## src/zt_pkg.sv

```systemverilog
package zt_pkg;
  // ----------------------------------------
  // Widths
  // ----------------------------------------
  localparam int ACC_W = 36;
  localparam int WORD_W = 16;
  // ----------------------------------------
  // Flag byte bit positions
  // ----------------------------------------
  localparam int FLAG_SZ = 7;
  localparam int FLAG_L = 6;
  localparam int FLAG_E = 5;
  localparam int FLAG_U = 4;
  localparam int FLAG_N = 3;
  localparam int FLAG_Z = 2;
  localparam int FLAG_V = 1;
  localparam int FLAG_C = 0;
  localparam int ACC_SIGN_BIT = 35;
  localparam logic [15:0] STATUS_RESET = 16'h0000;
  // ----------------------------------------
  // Cycle costs in oscillator clocks
  // ----------------------------------------
  localparam logic [3:0] CYC_BASE = 4'h2;
  localparam logic [3:0] CYC_MID = 4'h4;
  localparam logic [3:0] CYC_LONG = 4'h6;
  localparam logic [1:0] WORDS_ONE = 2'h1;
  localparam logic [1:0] WORDS_TWO = 2'h2;

  // Operand source registers
  typedef enum logic [3:0] {
    REG_X0 = 4'h0, REG_Y1 = 4'h1, REG_Y0 = 4'h2, REG_A = 4'h3, REG_B = 4'h4,
    REG_A1 = 4'h5, REG_B1 = 4'h6, REG_RN = 4'h7, REG_HWS = 4'h8, REG_OTHER = 4'h9
  } reg_sel_t;

  // Word test operand modes
  typedef enum logic [3:0] {
    M_REG = 4'h0, M_IND = 4'h1, M_POSTINC = 4'h2, M_POSTDEC = 4'h3, M_POSTN = 4'h4,
    M_IDXN = 4'h5, M_IDX16 = 4'h6, M_R2SHORT = 4'h7, M_SPSHORT = 4'h8, M_ABS6 = 4'h9,
    M_IO6 = 4'ha, M_ABS16 = 4'hb, M_AGU_DEC = 4'hc
  } word_mode_t;

  // Parallel move kind
  typedef enum logic [1:0] {
    PM_NONE = 2'h0, PM_READ = 2'h1, PM_WRITE = 2'h2
  } pmove_t;

  typedef struct packed {
    logic accum_zero_test_op;
    logic word_zero_test_op;
    logic acc_sel_b;
    word_mode_t mode;
    reg_sel_t src_reg;
    pmove_t pmove;
    reg_sel_t pmove_reg;
    logic pmove_postn;
    logic [3:0] parallel_move_extra_cycles;
  } op_req_t;

  typedef struct packed {
    logic [3:0] cycles;
    logic [1:0] words;
    logic illegal;
  } op_cost_t;
endpackage
```

## src/acc_limiter.sv

```systemverilog
`timescale 1ns/10ps
module acc_limiter (
  input wire logic [zt_pkg::ACC_W-1:0] i_acc,
  output logic [zt_pkg::WORD_W-1:0] o_word,
  output logic o_limited
);
  import zt_pkg::*;

  logic ext_in_use;

  // Extension in use when bits 35..31 are not all the same sign
  assign ext_in_use = ~((&i_acc[35:31]) | ~(|i_acc[35:31]));
  assign o_limited = ext_in_use;
  // Saturate to the most positive or most negative word
  always_comb begin
    if (!ext_in_use) begin
      o_word = i_acc[31:16];
    end else if (i_acc[ACC_SIGN_BIT]) begin
      o_word = 16'h8000;
    end else begin
      o_word = 16'h7fff;
    end
  end
endmodule

```

## src/op_cost.sv

```systemverilog
`timescale 1ns/10ps
module op_cost (
  input wire zt_pkg::op_req_t i_req,
  output zt_pkg::op_cost_t o_cost
);
  import zt_pkg::*;

  always_comb begin
    o_cost.cycles = CYC_BASE;
    o_cost.words = WORDS_ONE;
    o_cost.illegal = 1'b0;
    if (i_req.accum_zero_test_op) begin
      // Base plus move extra, single word in every mode
      o_cost.cycles = CYC_BASE + i_req.parallel_move_extra_cycles;
      // Read into the tested accumulator is refused; writes are fine
      if (i_req.pmove == PM_READ &&
          ((i_req.pmove_reg == REG_A && !i_req.acc_sel_b) ||
           (i_req.pmove_reg == REG_B && i_req.acc_sel_b))) begin
        o_cost.illegal = 1'b1;
      end
    end else if (i_req.word_zero_test_op) begin
      unique case (i_req.mode)
        M_REG: o_cost.illegal = (i_req.src_reg == REG_HWS);
        M_IND, M_POSTINC, M_POSTDEC, M_POSTN, M_ABS6, M_IO6, M_AGU_DEC: begin
          o_cost.cycles = CYC_BASE;
        end
        M_IDXN, M_R2SHORT, M_SPSHORT: o_cost.cycles = CYC_MID;
        M_IDX16: begin
          o_cost.cycles = CYC_LONG;
          o_cost.words = WORDS_TWO;
        end
        M_ABS16: begin
          o_cost.cycles = CYC_MID;
          o_cost.words = WORDS_TWO;
        end
        default: o_cost.illegal = 1'b1;
      endcase
    end
  end
endmodule

```

## src/zero_test_condition_unit.sv

```systemverilog
`timescale 1ns/10ps
module zero_test_condition_unit (
  input wire logic i_clk,
  input wire logic i_arst_n,
  input wire logic i_start,
  input wire zt_pkg::op_req_t i_req,
  input wire logic [zt_pkg::ACC_W-1:0] i_acc_a,
  input wire logic [zt_pkg::ACC_W-1:0] i_acc_b,
  input wire logic [zt_pkg::WORD_W-1:0] i_reg_word,
  input wire logic [zt_pkg::WORD_W-1:0] i_mem_word,
  input wire logic [zt_pkg::WORD_W-1:0] i_ptr_word,
  input wire logic i_saturation_enable,
  input wire logic i_move_limited,
  input wire logic i_move_sz,
  input wire logic i_unnorm,
  input wire logic [15:0] i_status_load,
  input wire logic i_status_load_en,
  output logic [15:0] o_status_word,
  output logic o_busy,
  output logic o_done,
  output logic o_illegal,
  output logic [1:0] o_words,
  output logic o_ptr_dec,
  output logic o_pmove_go,
  output logic o_pmove_write,
  output logic [3:0] o_pmove_reg,
  output logic o_pmove_postn
);
  import zt_pkg::*;

  // ----------------------------------------
  // Sequencer
  // ----------------------------------------
  typedef enum logic [1:0] {
    ST_IDLE = 2'b01,
    ST_RUN = 2'b10
  } state_t;

  state_t state_reg;
  logic [3:0] cnt_reg;
  op_req_t req_reg;
  op_cost_t cost;
  logic [WORD_W-1:0] lim_word;
  logic lim_flag;
  logic [ACC_W-1:0] acc_sel;
  logic [WORD_W-1:0] word_val;
  logic [7:0] flag_next;
  logic accept;

  op_cost u_cost (
    .i_req(i_req),
    .o_cost(cost)
  );

  // Saturation setting is deliberately not an input of this path
  // The word test names its accumulator through the source register, not the test select
  assign acc_sel = (i_req.word_zero_test_op && !i_req.accum_zero_test_op) ?
                   ((i_req.src_reg == REG_B) ? i_acc_b : i_acc_a) :
                   (i_req.acc_sel_b ? i_acc_b : i_acc_a);

  acc_limiter u_lim (
    .i_acc(acc_sel),
    .o_word(lim_word),
    .o_limited(lim_flag)
  );

  assign accept = (state_reg == ST_IDLE) && i_start &&
                  (i_req.accum_zero_test_op || i_req.word_zero_test_op);

  // Pick the 16-bit operand for the word test
  always_comb begin
    word_val = i_mem_word;
    if (i_req.mode == M_REG) begin
      if (i_req.src_reg == REG_A || i_req.src_reg == REG_B) begin
        word_val = lim_word;
      end else begin
        word_val = i_reg_word;
      end
    end else if (i_req.mode == M_AGU_DEC) begin
      word_val = i_ptr_word;
    end
  end

  // Flag computation; only the low byte is touched
  always_comb begin
    flag_next = o_status_word[7:0];
    if (i_req.accum_zero_test_op) begin
      flag_next[FLAG_SZ] = i_move_sz;
      flag_next[FLAG_L] = o_status_word[FLAG_L] | i_move_limited;
      flag_next[FLAG_E] = lim_flag;
      flag_next[FLAG_U] = i_unnorm;
      flag_next[FLAG_N] = acc_sel[ACC_SIGN_BIT];
      flag_next[FLAG_Z] = (acc_sel == '0);
      flag_next[FLAG_V] = 1'b0;
      flag_next[FLAG_C] = 1'b0;
    end else begin
      // Extension flag left alone by the word
      flag_next[FLAG_L] = o_status_word[FLAG_L] |
                          ((i_req.mode == M_REG) && lim_flag &&
                           (i_req.src_reg == REG_A || i_req.src_reg == REG_B));
      flag_next[FLAG_N] = word_val[WORD_W-1];
      flag_next[FLAG_Z] = (word_val == '0);
      flag_next[FLAG_V] = 1'b0;
      flag_next[FLAG_C] = 1'b0;
    end
  end

  always_ff @(posedge i_clk or negedge i_arst_n) begin
    if (!i_arst_n) begin
      state_reg <= ST_IDLE;
      cnt_reg <= 4'h0;
      req_reg <= '0;
    end else begin
      unique case (state_reg)
        ST_IDLE: begin
          if (accept && !cost.illegal) begin
            state_reg <= ST_RUN;
            cnt_reg <= cost.cycles - 4'h1;
            req_reg <= i_req;
          end
        end
        ST_RUN: begin
          if (cnt_reg <= 4'h1) begin
            state_reg <= ST_IDLE;
          end else begin
            cnt_reg <= cnt_reg - 4'h1;
          end
        end
        default: state_reg <= ST_IDLE;
      endcase
    end
  end

  // ----------------------------------------
  // Status word
  // ----------------------------------------
  // Flags settle when the op is taken, unless a status load wins that cycle; the result is never written back
  always_ff @(posedge i_clk or negedge i_arst_n) begin
    if (!i_arst_n) begin
      o_status_word <= STATUS_RESET;
    end else if (i_status_load_en) begin
      o_status_word <= i_status_load;
    end else if (accept && !cost.illegal) begin
      o_status_word[7:0] <= flag_next;
    end
  end

  always_ff @(posedge i_clk or negedge i_arst_n) begin
    if (!i_arst_n) begin
      o_illegal <= 1'b0;
      o_words <= 2'h0;
    end else begin
      o_illegal <= accept && cost.illegal;
      if (accept) begin
        o_words <= cost.words;
      end
    end
  end

  always_ff @(posedge i_clk or negedge i_arst_n) begin
    if (!i_arst_n) begin
      o_busy <= 1'b0;
      o_done <= 1'b0;
    end else begin
      o_busy <= (state_reg == ST_RUN && cnt_reg > 4'h1) || (accept && !cost.illegal);
      o_done <= (state_reg == ST_RUN) && (cnt_reg <= 4'h1);
    end
  end

  // ----------------------------------------
  // Side effects: pointer step and parallel move
  // ----------------------------------------
  // Move runs beside the test; the core's AGU does the pointer update
  always_ff @(posedge i_clk or negedge i_arst_n) begin
    if (!i_arst_n) begin
      o_ptr_dec <= 1'b0;
      o_pmove_go <= 1'b0;
      o_pmove_write <= 1'b0;
      o_pmove_reg <= 4'h0;
      o_pmove_postn <= 1'b0;
    end else begin
      o_ptr_dec <= accept && !cost.illegal && i_req.word_zero_test_op &&
                   (i_req.mode == M_AGU_DEC || i_req.mode == M_POSTDEC);
      o_pmove_go <= accept && !cost.illegal && i_req.accum_zero_test_op &&
                    (i_req.pmove != PM_NONE);
      if (accept) begin
        o_pmove_write <= (i_req.pmove == PM_WRITE);
        o_pmove_reg <= i_req.pmove_reg;
        o_pmove_postn <= i_req.pmove_postn;
      end
    end
  end
endmodule

```

## config.mk

```make
export PLATFORM = sky130hd
export DESIGN_NAME = zero_test_condition_unit
export DESIGN_NICKNAME = d
export VERILOG_FILES = /design/src/zt_pkg.sv /design/src/acc_limiter.sv /design/src/op_cost.sv /design/src/zero_test_condition_unit.sv
export SDC_FILE = /design/constraint.sdc
export NUM_CORES = 1
export LEC_CHECK = 0
export ABC_CLOCK_PERIOD_IN_PS = 1700
export BUFFER_PORTS_ARGS = -buffer_cell sky130_fd_sc_hd__buf_2
export CAP_MARGIN = 20
export CORE_MARGIN = 2
export CORE_UTILIZATION = 26
export DETAILED_ROUTE_END_ITERATION = 7
export PLACE_DENSITY_LB_ADDON = 0.05
export SYNTH_ARGS = -nofsm -noshare
export SYNTH_HDL_FRONTEND = slang
export SYNTH_SLANG_ARGS = --single-unit
```

## constraint.sdc

```tcl
create_clock -name i_clk -period 1.7 [get_ports i_clk]
set_input_delay 0.51 -clock i_clk [delete_from_list [all_inputs] [get_ports i_clk]]
set_output_delay 0.51 -clock i_clk [all_outputs]
set_load 0.03 [all_outputs]
```

Yosys cells after proc, flatten, opt, wreduce, memory -nomap -nowiden

Index checks and enable logic that the tools add are counted.

Bits in registers: 35
Logic and storage cells: 115

Magnitude comparators: 2
Add/sub/neg operators: 3
Reductions and logical operators: 39
Eq/ne operators: 24
Bitwise operators: 5
Muxes and demuxes: 28

Operators with widths:

| cell                                                               | number |
|---|---|
| 36-bit 2-to-1 mux                                                  | 3 |
| 16-bit 2-to-1 mux                                                  | 5 |
| 36-bit zero test                                                   | 1 |
| 4-bit by 3-bit == test with 1-bit output, second input constant    | 6 |
| 4-bit == test, second input constant                               | 6 |
| 4-bit by 2-bit == test with 1-bit output, second input constant    | 4 |
| 1-bit logical AND                                                  | 16 |
| 16-bit zero test                                                   | 1 |
| 4-bit 2-to-1 mux                                                   | 4 |
| 8-bit 2-to-1 mux                                                   | 2 |
| 12-bit OR reduction                                                | 1 |
| 2-bit 2-to-1 mux                                                   | 5 |
| 4-bit case mux with 2 select lines                                 | 1 |
| 2-bit nonzero test                                                 | 4 |
| 4-bit by 1-bit subtractor with 4-bit output, second input constant | 2 |
| 6-bit 2-to-1 mux                                                   | 1 |
| 3-bit case mux with 2 select lines                                 | 1 |
| 1-bit logical OR                                                   | 5 |
| 5-bit AND reduction                                                | 1 |
| 5-bit OR reduction                                                 | 1 |
| 2-bit by 4-bit adder with 4-bit output, first input constant       | 1 |
| 2-bit by 1-bit == test with 1-bit output, second input constant    | 2 |
| 2-bit == test, second input constant                               | 2 |
| 4-bit by 1-bit == test with 1-bit output, second input constant    | 1 |
| other kinds (15)                                                   | 25 |

Depth between registers and ports, before layout

Gate-level depths: netlist (run 1).

Depth in word-level cells: 13
Depth in mapped cells: 9
Mapped depth without buffers: 8

By module

Synthesis (run 1) repeated with hierarchy kept, for this count alone.

Cells, all modules: 341
Area total of the unflattened synthesis: 3184.3 sq um

Modules (own cells, without submodules):

| module                   | area each (sq um) | cells an instance | instances |
|---|---|---|---|
| zero_test_condition_unit | 2447.3            | 244               | 1 |
| acc_limiter              | 506.7             | 64                | 1 |
| op_cost                  | 230.2             | 33                | 1 |

Worst setup path before layout (run 1)

Ideal clock, no wire load.

Kind: input to register
Start: in i_req[17] (netlist name)
End: reg cnt_reg[3]
Slack: -0.348 ns
Stages on the path: 8
Buffers on the path: 2
Data required time: 1.553 ns
Arrival time: 1.901 ns
Cells stage by stage: buf_6 > or4_4 > o22ai_2 > a211o_1 > buf_6 > nand2_4 > a21oi_2 > a311oi_2

Cells in the longest elaborated chain, start to end: 9
Elaborated cells between the ends (all ways): 27

Ends and longest elaborated chain:

| element                                                                                             | RTL line                        | RTL |
|---|---|---|
| from (decl)                                                                                         | zero_test_condition_unit.sv:6   | `input wire zt_pkg::op_req_t i_req,` |
| 4-bit == test (tied with other cells)                                                               | op_cost.sv:22                   | `unique case (i_req.mode)` |
| 12-bit OR reduction (no line)                                                                       | -                               |  |
| 1-bit case mux with 2 select lines                                                                  | op_cost.sv:22                   |  |
| 6-bit 2-to-1 mux *                                                                                  | op_cost.sv:21                   | `end else if (i_req.word_zero_test_op) begin` |
| parallel branches: the longest is 5 deep, another holds 4-bit by 1-bit subtractor with 4-bit output | -                               |  |
| to (signal assigned)                                                                                | zero_test_condition_unit.sv:118 | `cnt_reg <= cost.cycles - 4'h1;` |
| to (signal assigned)                                                                                | zero_test_condition_unit.sv:126 | `cnt_reg <= cnt_reg - 4'h1;` |
| to (decl)                                                                                           | zero_test_condition_unit.sv:40  | `logic [3:0] cnt_reg;` |

Mark *: on every way between the ends. The select of a mux whose other input is x is not followed.
A chain may end at the register's enable or synchronous reset.

Final worst setup path (run 1)

Start: in i_req[18] (netlist name)
End: reg cnt_reg[3]

The elaborated chain is that of the path after synthesis.

==> metrics list, run 1 <==
- The final number of max-transition violations is 0.
* Failing checks: setup timing
* Net Count, Synth: 421
* Mean number of vias per cell: about 4.8
- Clock latency of the later-clocked register in the worst-skew pair: between 200 and 300 ps
- The flow ran to the end, but the final reports show violations.
- Portion of total power attributed to the clock network: approximately 22%
- Dpl ws: -482.5 ps
* Final hold vios: 0
* First-pass iteration count of the detailed router: 4
* Instance count of the mapped netlist: about 250
- Count of buffers inserted at the top-level ports: 193
- The most used flip-flop cell after synthesis is sky130_fd_sc_hd__dfrtp_1.
- Drt total wl: 8489 µm
- H-tree level count: 2
- Post-detail-place hpwl: ~7000 µm
* Slowest library cell on the worst path: sky130_fd_sc_hd__or4_1
* First-pass GRT wire length: roughly 14000 µm
- Of all cell types, the one taking the most synthesized area is sky130_fd_sc_hd__dfrtp_1.
- Clock-pin slew on the worst setup and hold paths: ~70 ps
- In this run, the number of DRC markers left after iteration 0 of detailed routing was 48.
* Cell-internal power: about 2.3 mW
- The worst setup path is launched from an input pin.
* Maximum number of pins on one net before global-route repair: 36
- For this run, the top clock speed supported by timing is approximately 530 MHz.
* Overall die height: ~98 µm
- TritonCTS sink count: 35
* Max reg flops: 16
* Initial antenna violation count: 0
- Number of flops mapped to enable cells by yosys: 0
- In this run switching power makes up between 30% and 40% of total power.
- During synthesis, Yosys emitted a total of 0 warnings.
- The critical path is of the in -> reg type.
- Post-cts hold buffer count: 0
* Remaining global-route overflow: 0
- For the worst setup path, the data arrival time is just over 2000 ps.
- The final layout contains 665 nets.
* Number of instances in the placed design: 591
* Remaining number of nets flagged by the antenna check after routing: 0
- STA puts the critical path data required time at roughly 1800 ps.
- Setup violations remaining at the end of the flow were counted as 14.
- Average footprint of a synthesized cell: 9.142 µm²
- In the final layout, the share of cells above drive strength 1 is between 60% and 70%.
- Measured on the finished design, the core utilization comes to a little under half.
- By area the synthesized netlist is led by sky130_fd_sc_hd__dfrtp_1 (37%), sky130_fd_sc_hd__nand2_1 (6.9%), sky130_fd_sc_hd__nor4_1 (6.5%).
- Least setup slack across all paths after layout: -190.3 ps
- Clock Path Buffers: 2
* Top library cells by usage in the layout, fill and taps aside: sky130_fd_sc_hd__buf_2 (187), sky130_fd_sc_hd__buf_4 (42), sky130_fd_sc_hd__nand2_1 (40), sky130_fd_sc_hd__dfrtp_1 (34), sky130_fd_sc_hd__nor4_1 (22)
* Area of the core: 8636 µm²
* Diode insertion count for antenna repair: 0
- Share of async-settable or async-resettable flops after synthesis: 100.0%
- Fraction of post-synthesis cell area in the top cell type by area: approximately 37%
- Setup crit end kind: flip-flop
- I/O pin cnt: between 150 and 200
* Most frequent standard cell in the layout excluding fill and tap cells: sky130_fd_sc_hd__buf_2
- Leaving out filler cells and counting taps, the final layout contains 604.
* Switching component of the power: around 1.3 mW
- Critical path, cell by cell: buf_2, buf_4, nand2b_1, o22ai_1, a22oi_2, or4_1, a31oi_2, a311oi_2
- Final hold slack: approximately 170 ps
- In this run the tightest slew margin relative to its limit is 68.57%.
- Routability-driven placement finished with a final weighted congestion of 0.7881.
- Initial cell density of the core: approximately a quarter
- The root buffer cell chosen for the clock tree is sky130_fd_sc_hd__clkbuf_8.
- Crit share post-route: 111.2%
- In this run the power density over the cells is slightly below 900 nW/µm².
* Remaining design rule violation count: 0
- TritonCTS clock tree: built
* Number of CTS-inserted buffers: 5
- Transition at the pin with the smallest max-transition slack: 470.5 ps
* Final setup skew: around 3.9 ps
- The tightest min-delay check is of the in -> async type.
- Top fanout value on the critical path: 5
- Max-cap violations in this run came to 0.
- On the worst path, the slowest cell contributes a delay of ~570 ps.
* Number of different library cells in the post-synthesis netlist: 57
* Cell Rows: 34
* Total track usage: around 18%
- Horizontal extent of the die: 97.95 µm
* Peak VDD IR: 0.3759 mV
- The via count of the first global-routing pass came to around 3000.
- Yosys reg bits: 35
* Clock period minus worst slack: about 1900 ps
- Relative to the synthesized area, the layout overhead comes to 79.72%.
- Setup repair after global routing missed its margin: yes
- Registers are responsible for between 30% and 40% of the overall power.
* Leakage power total: slightly above 2 nW
* Sequential fraction of the synthesis area: 38.22%
- Combinational fraction of design power: a little under half
- Cell Area, Synth: approximately 2300 µm²
- The final route contains between 2000 and 3000 vias.
* Average wire per standard cell: 14.05 µm
* Area enclosed by the die boundary: around 9600 µm²
stage by stage:
| step | area, µm² | setup TNS (ps) | power, mW |
|---|---|---|---|
| 5_1_grt | 4124 | -2610 | 3.819 |
| 3_3_place_gp | 3766 | -6510 | 2.614 |
| 6_report | 4124 | -1624 | 3.570 |
| 3_5_place_dp | 3766 | -6669 | 2.623 |
| 2_1_floorplan | 2345 | -2369 | 1.925 |
| 4_1_cts | 4028 | -1475 | 3.506 |
cell type report:
type	count	area, µm²
fill	872	4512
multi-input combinational	202	1506
timing repair buffer	245	1465
sequential	35	877.1
tap	108	135.1
clock buffer	6	82.58
clock inverter	2	35.03
inverter	6	22.52
logic make-up (layout without fill, tap and decap cells):
logic type | Yosys count | after routing | share of synthesized area [%]
flops | 35 | 35 | 38.22
xor+xnor | 3 | 3 | 1.145
buf+inv | 14 | 259 | 3.325
mux | 19 | 19 | 9.324
compound gates | 46 | 46 | 14.12
simple gates | 130 | 130 | 31.68
fa+ha+maj | 4 | 4 | 2.181
critical path: cells and delay by family:
kind	cells	cell delay, ps
AND/OR/NAND/NOR	2	650
AO/OA/AOI/OAI	4	630
buffers and inverters	2	240
worst paths after layout:
check | slack, ps | cells after the start | startpoint | to
max reg2reg | -150 | 7 | state_reg[0] | cnt_reg[3]
min | 170 | 2 | i_arst_n | o_ptr_dec
max | -190 | 8 | i_req[18] | cnt_reg[3]
max in group asynchronous | 1270 | 2 | i_arst_n | state_reg[0]
min reg2reg | 480 | 2 | o_pmove_reg[0] | o_pmove_reg[0]
min in group i_clk | 420 | 3 | i_req[4] | o_pmove_postn
power by group through the flow:
stage | logic [mW] | registers, mW | clock network, mW
4_1_cts | 1.55 | 1.14 | 0.813
2_1_floorplan | 0.517 | 1.41 | 0
5_1_grt | 1.80 | 1.17 | 0.853
3_5_place_dp | 1.47 | 1.15 | 0
3_3_place_gp | 1.46 | 1.15 | 0
6_report | 1.64 | 1.14 | 0.788
routing by layer:
metal / routed length [µm] / part of all wire, % / global-route usage [%]
met1: 3643 / 43 / 22.60
met2: 4041 / 48 / 29.08
met3: 679 / 8.0 / 6.228
met4: 125 / 1.5 / 4.167
met5: 0 / 0 / 0
repair_timing:
item / CTS / global route
resized for setup: 26 / 19
endpoints found under the setup margin: 16 / 16
buffers inserted: 3 / 2
pin swaps: 13 / 6
synthesized netlist by cell type, types with 3 or more instances:
cell type,instances
sky130_fd_sc_hd__nor3_1,7
sky130_fd_sc_hd__mux2_2,9
sky130_fd_sc_hd__nand2_1,42
sky130_fd_sc_hd__o22ai_1,3
sky130_fd_sc_hd__o21ai_1,7
sky130_fd_sc_hd__a21oi_1,6
sky130_fd_sc_hd__mux2i_1,9
sky130_fd_sc_hd__o21ai_0,7
sky130_fd_sc_hd__buf_6,3
sky130_fd_sc_hd__or4_1,3
sky130_fd_sc_hd__nor2_1,15
sky130_fd_sc_hd__dfrtp_1,34
sky130_fd_sc_hd__clkbuf_1,3
sky130_fd_sc_hd__nor4_1,24
sky130_fd_sc_hd__ha_1,4
sky130_fd_sc_hd__nand4_1,10
sky130_fd_sc_hd__nand2b_1,8
sky130_fd_sc_hd__inv_1,6
sky130_fd_sc_hd__a31oi_1,4
Power figures use the tool's default switching activity.
==> inputs of run 2 (changes only) <==
--- a/config.mk
+++ b/config.mk
@@ -5,6 +5,7 @@
 export SDC_FILE = /design/constraint.sdc
 export NUM_CORES = 1
 export LEC_CHECK = 0
+export ABC_AREA = 1
 export ABC_CLOCK_PERIOD_IN_PS = 1700
 export BUFFER_PORTS_ARGS = -buffer_cell sky130_fd_sc_hd__buf_2
 export CAP_MARGIN = 20
==> run 2 against run 1 <==
  * Wire length shrank 2.7%
  * Critical endpoint is now o_status_word[3]
  * Synthesized cell count grew 39%
  * Cell area shrank 0.46%
  * Total power shrank 9.0%
  * The run now ends clean
  * Largest power group unchanged
  * Setup slack gained 260 ps
  * First-iteration DRC count grew 69%
  * Utilization shrank 2.9 points
  * Register-to-register slack gained 280 ps
  * Final cell count grew 16%
  * Critical path depth grew 6
  * Sequential power is essentially flat
  * Flip-flop and latch count is the same
==> metrics list, run 2 <==
- The number of buffers created by CTS was 5 (unchanged).
- Number of violations of the max-capacitance limit: 0 (unchanged)
- The number of DRC markers after the initial detailed-route iteration was 81 (was 48).
- The final cycle utilization of the critical path was 95.74% (was 111.2%).
- The sequential area share after synthesis was 36.00% (was 38.22%).
- The minimum clock period is 1628 ps (was 1890 ps).
* Drt total wl: 8264 µm (was 8489 µm)
- Number of different library cells in the post-synthesis netlist: 40 (was 57)
- The number of warnings reported in the yosys synthesis log is 0 (unchanged).
* First-pass GRT wire length: 13140 µm (was 13990 µm)
- Initial antenna violation count: 0 (unchanged)
- Worst reg-to-reg setup slack: 130 ps (was -150 ps)
- Cell Area, Synth: 2436 µm² (was 2295 µm²)
* Share of async-settable or async-resettable flops after synthesis: 100.0% (unchanged)
- Instance count of the mapped netlist: 348 (was 251)
- Area enclosed by the die boundary: 10160 µm² (was 9593 µm²)
* First-pass iteration count of the detailed router: 6 (was 4)
- Main flop type after synthesis: sky130_fd_sc_hd__dfrtp_1 (unchanged)
- Setup repair after global routing missed its margin: yes (unchanged)
* Remaining design rule violation count: 0 (unchanged)
- The placer congestion estimate came to 0.8313 (was 0.7881).
- Amount of wire on met2 after detailed routing: 3869 µm (was 4041 µm)
* Top fanout value on the critical path: 5 (unchanged)
- Post-detail-place hpwl: 7022 µm (was 6952 µm)
* Setup crit start kind: input pin (unchanged)
* Total vias in the final route: 3128 (was 2884)
* Uppermost routed layer: met4 (unchanged)
- The worst setup skew after layout was 4.524 ps (was 3.850 ps).
* Final number of max-transition violations: 0 (unchanged)
- The post-detailed-route wirelength per cell was 11.79 µm (was 14.05 µm).
- The root cell of the clock tree is sky130_fd_sc_hd__clkbuf_8 (unchanged).
- The power density relative to cell area came to 791.4 nW/µm² (was 865.6 nW/µm²).
* Routed metal-1 wirelength: 3652 µm (was 3643 µm)
* Most frequent cell after synthesis: sky130_fd_sc_hd__nand2_1 (unchanged)
- The worst supply voltage drop on vdd came to 0.3680 mV (was 0.3759 mV).
- Overall die height: 100.8 µm (was 97.95 µm)
* Clock Path Buffers: 2 (unchanged)
- Met3 layer wire length in the routed design: 617 µm (was 679 µm)
- Leakage power total: 2.275 nW (was 2.063 nW)
* Remaining global-route overflow: 0 (unchanged)
* Setup violation total in the final timing report: 0 (was 14)
- Yosys reg bits: 35 (unchanged)
- The area growth from synthesis to layout was 68.52% (was 79.72%).
- The antenna cell count is 0 (unchanged).
- Clock-pin slew on the worst setup and hold paths: 70 ps (about the same)
- Average footprint of a synthesized cell: 7.000 µm² (was 9.142 µm²)
- The number of vias per cell is 4.462 (was 4.775).
- The biggest area consumer among synthesized cells was sky130_fd_sc_hd__dfrtp_1 (unchanged).
- The relative max-transition margin is 73.13% (was 68.57%).
- Cells taking the most area after synthesis: sky130_fd_sc_hd__dfrtp_1 (35%), sky130_fd_sc_hd__nand2_1 (16%), sky130_fd_sc_hd__nor2_1 (6.8%) (was sky130_fd_sc_hd__dfrtp_1 (37%), sky130_fd_sc_hd__nand2_1 (6.9%), sky130_fd_sc_hd__nor4_1 (6.5%))
* Top post-synthesis cells by count: sky130_fd_sc_hd__nand2_1 (107), sky130_fd_sc_hd__nor2_1 (44), sky130_fd_sc_hd__dfrtp_1 (34) (was sky130_fd_sc_hd__nand2_1 (42), sky130_fd_sc_hd__dfrtp_1 (34), sky130_fd_sc_hd__nor4_1 (24))
- Number of flops mapped to enable cells by yosys: 0 (unchanged)
* Horizontal extent of the die: 100.8 µm (was 97.95 µm)
* Number of nets at the end of the flow: 759 (was 665)
- The critical path capture point type is a flip-flop (unchanged).
* Area of the core: 9153 µm² (was 8636 µm²)
- Initial cell density of the core: 26.62% (was 26.57%)
- Dpl ws: -321.9 ps (was -482.5 ps)
- Run status: finished clean (was complete, but fails checks).
* CP Data Arrival Time: 1830 ps (was 2030 ps)
- Share of final-layout standard cells stronger than drive strength 1: 50.68% (was 60.28%)
- The fraction of post-synthesis cell area in the top cell type by area is 34.93% (was 37.08%).
- Final hold vios: 0 (unchanged)
* Cell Rows: 35 (was 34)
* Remaining number of nets flagged by the antenna check after routing: 0 (unchanged)
* Final instance count without filler cells: 701 (was 604)
- The number of input and output port buffers inserted is 193 (unchanged).
- The flip-flop count of the largest register after layout is 16 (unchanged).
- Maximum number of pins on one net before global-route repair: 18 (was 36)
- Category of the critical setup timing path: in -> reg (unchanged)
* TritonCTS sink count: 35 (unchanged)
- The path class of the lowest-slack min-delay path was in -> async (unchanged).
- The via count of the first global-routing pass was 3038 (was 2999).
- The placed cell count was 688 (was 591).
* Net Count, Synth: 518 (was 421)
- Total track usage: 15.96% (was 17.77%)
- Required arrival time at the worst endpoint: 1900 ps (was 1840 ps)
- The top-level I/O count is 195 (unchanged).
- The CTS tree was built (unchanged).
* H-tree level count: 2 (unchanged)
- Transition at the pin with the smallest max-transition slack: 403.1 ps (was 470.5 ps)
- Clock latency of the later-clocked register in the worst-skew pair: 280 ps (about the same)
- The worst path setup slack after routing came to 72.39 ps (was -190.3 ps).
- Top library cells by usage in the layout, fill and taps aside: sky130_fd_sc_hd__buf_2 (189), sky130_fd_sc_hd__nand2_1 (100), sky130_fd_sc_hd__buf_4 (48), sky130_fd_sc_hd__nor2_1 (38), sky130_fd_sc_hd__dfrtp_1 (34) (was sky130_fd_sc_hd__buf_2 (187), sky130_fd_sc_hd__buf_4 (42), sky130_fd_sc_hd__nand2_1 (40), sky130_fd_sc_hd__dfrtp_1 (34), sky130_fd_sc_hd__nor4_1 (22))
- The highest clock rate is 614.4 MHz (was 529.0 MHz).
* Most frequent standard cell in the layout excluding fill and tap cells: sky130_fd_sc_hd__buf_2 (unchanged)
==> run 2: changes by cell type in the layout (fill, tap and decap cells not counted), sizes merged, moves of 4 or more <==
cell and change:
nor2 +36, nand2b -8, mux2 -9, o21ai +4, or4 -4, nand2 +69
nor4 -9, nand3 +25, inv +26, buf -5, mux2i -10
==> run 2: critical path, cell delays in order <==
cell	delay (ps)
sky130_fd_sc_hd__buf_2	120
sky130_fd_sc_hd__nor2_4	110
sky130_fd_sc_hd__nand2_4	90
sky130_fd_sc_hd__nand2_4	80
sky130_fd_sc_hd__nand2_4	70
sky130_fd_sc_hd__nand2_4	70
sky130_fd_sc_hd__o21ai_4	50
sky130_fd_sc_hd__inv_2	90
sky130_fd_sc_hd__nor2_4	40
sky130_fd_sc_hd__o21ai_2	160
sky130_fd_sc_hd__nor2_1	70
sky130_fd_sc_hd__nor2_1	150
sky130_fd_sc_hd__nand2_1	70
sky130_fd_sc_hd__a21oi_1	150
==> run 2: final timing paths <==
| check | endpoint | cells past startpoint | from |
|---|---|---|---|
| worst max-delay path | o_status_word[3] | 14 | i_req[12] |
| worst min-delay path | o_status_word[4] | 1 | i_arst_n |
| worst max register to register | o_pmove_reg[1] | 6 | state_reg[0] |
| worst min register to register | o_pmove_postn | 2 | o_pmove_postn |
| max in group asynchronous | o_pmove_reg[3] | 2 | i_arst_n |
| min in group i_clk | o_status_word[8] | 3 | i_status_load[8] |
==> run 2: layer usage <==
layer / vias up / GRT usage (%)
li1: 1634 / -
met1: 1366 / 20.36
met2: 116 / 27.38
met3: 12 / 3.398
met4: 0 / 4.004
met5: - / 0
==> run 2: final cells by class <==
cell class	count	area, µm²
tap	111	138.9
inverter	33	142.6
multi-input combinational	274	1513
clock buffer	6	72.57
fill	997	5047
sequential	35	877.1
clock inverter	2	12.51
timing repair buffer	240	1349
==> run 2: cell families after synthesis <==
group / after synthesis / synth area share (%)
buffers and inverters: 39 / 6.985
DFF: 35 / 36.00
adders and majority gates: 4 / 2.055
and+or+nand+nor: 225 / 43.40
AOI/OAI and AO/OA: 41 / 10.12
xor gates and xnor gates: 4 / 1.438
==> run 2: what timing repair did <==
action / CTS / global route
resized for setup: 2 / 45
setup buffers: 0 / 5
endpoints found under the hold margin: 0 / 0
pin swaps: 0 / 28
hold buffers: 0 / 0
endpoints found under the setup margin: 2 / 9
==> run 2: report_power, final <==
group	total [mW]	leakage [nW]	switching, mW	internal (mW)
combinational	1.51	1.80	0.896	0.610
clock	0.588	0.0412	0.301	0.286
sequential	1.15	0.431	0.112	1.04
==> run 2: per-stage QoR <==
step / TNS, ps / util, % / total power [mW] / hold WS [ps] / area (µm²)
final: 0 / 44.85 / 3.249 / 148.0 / 4105
after CTS: 0 / 42.72 / 3.231 / 159.3 / 3910
after global placement: -3252 / 41.74 / 2.611 / 449.7 / 3820
after detailed placement: -3435 / 41.74 / 2.629 / 457.5 / 3820
after global routing: -73.79 / 44.85 / 3.517 / 171.9 / 4105
after floorplan: -21.85 / - / 2.021 / 214.4 / 2442
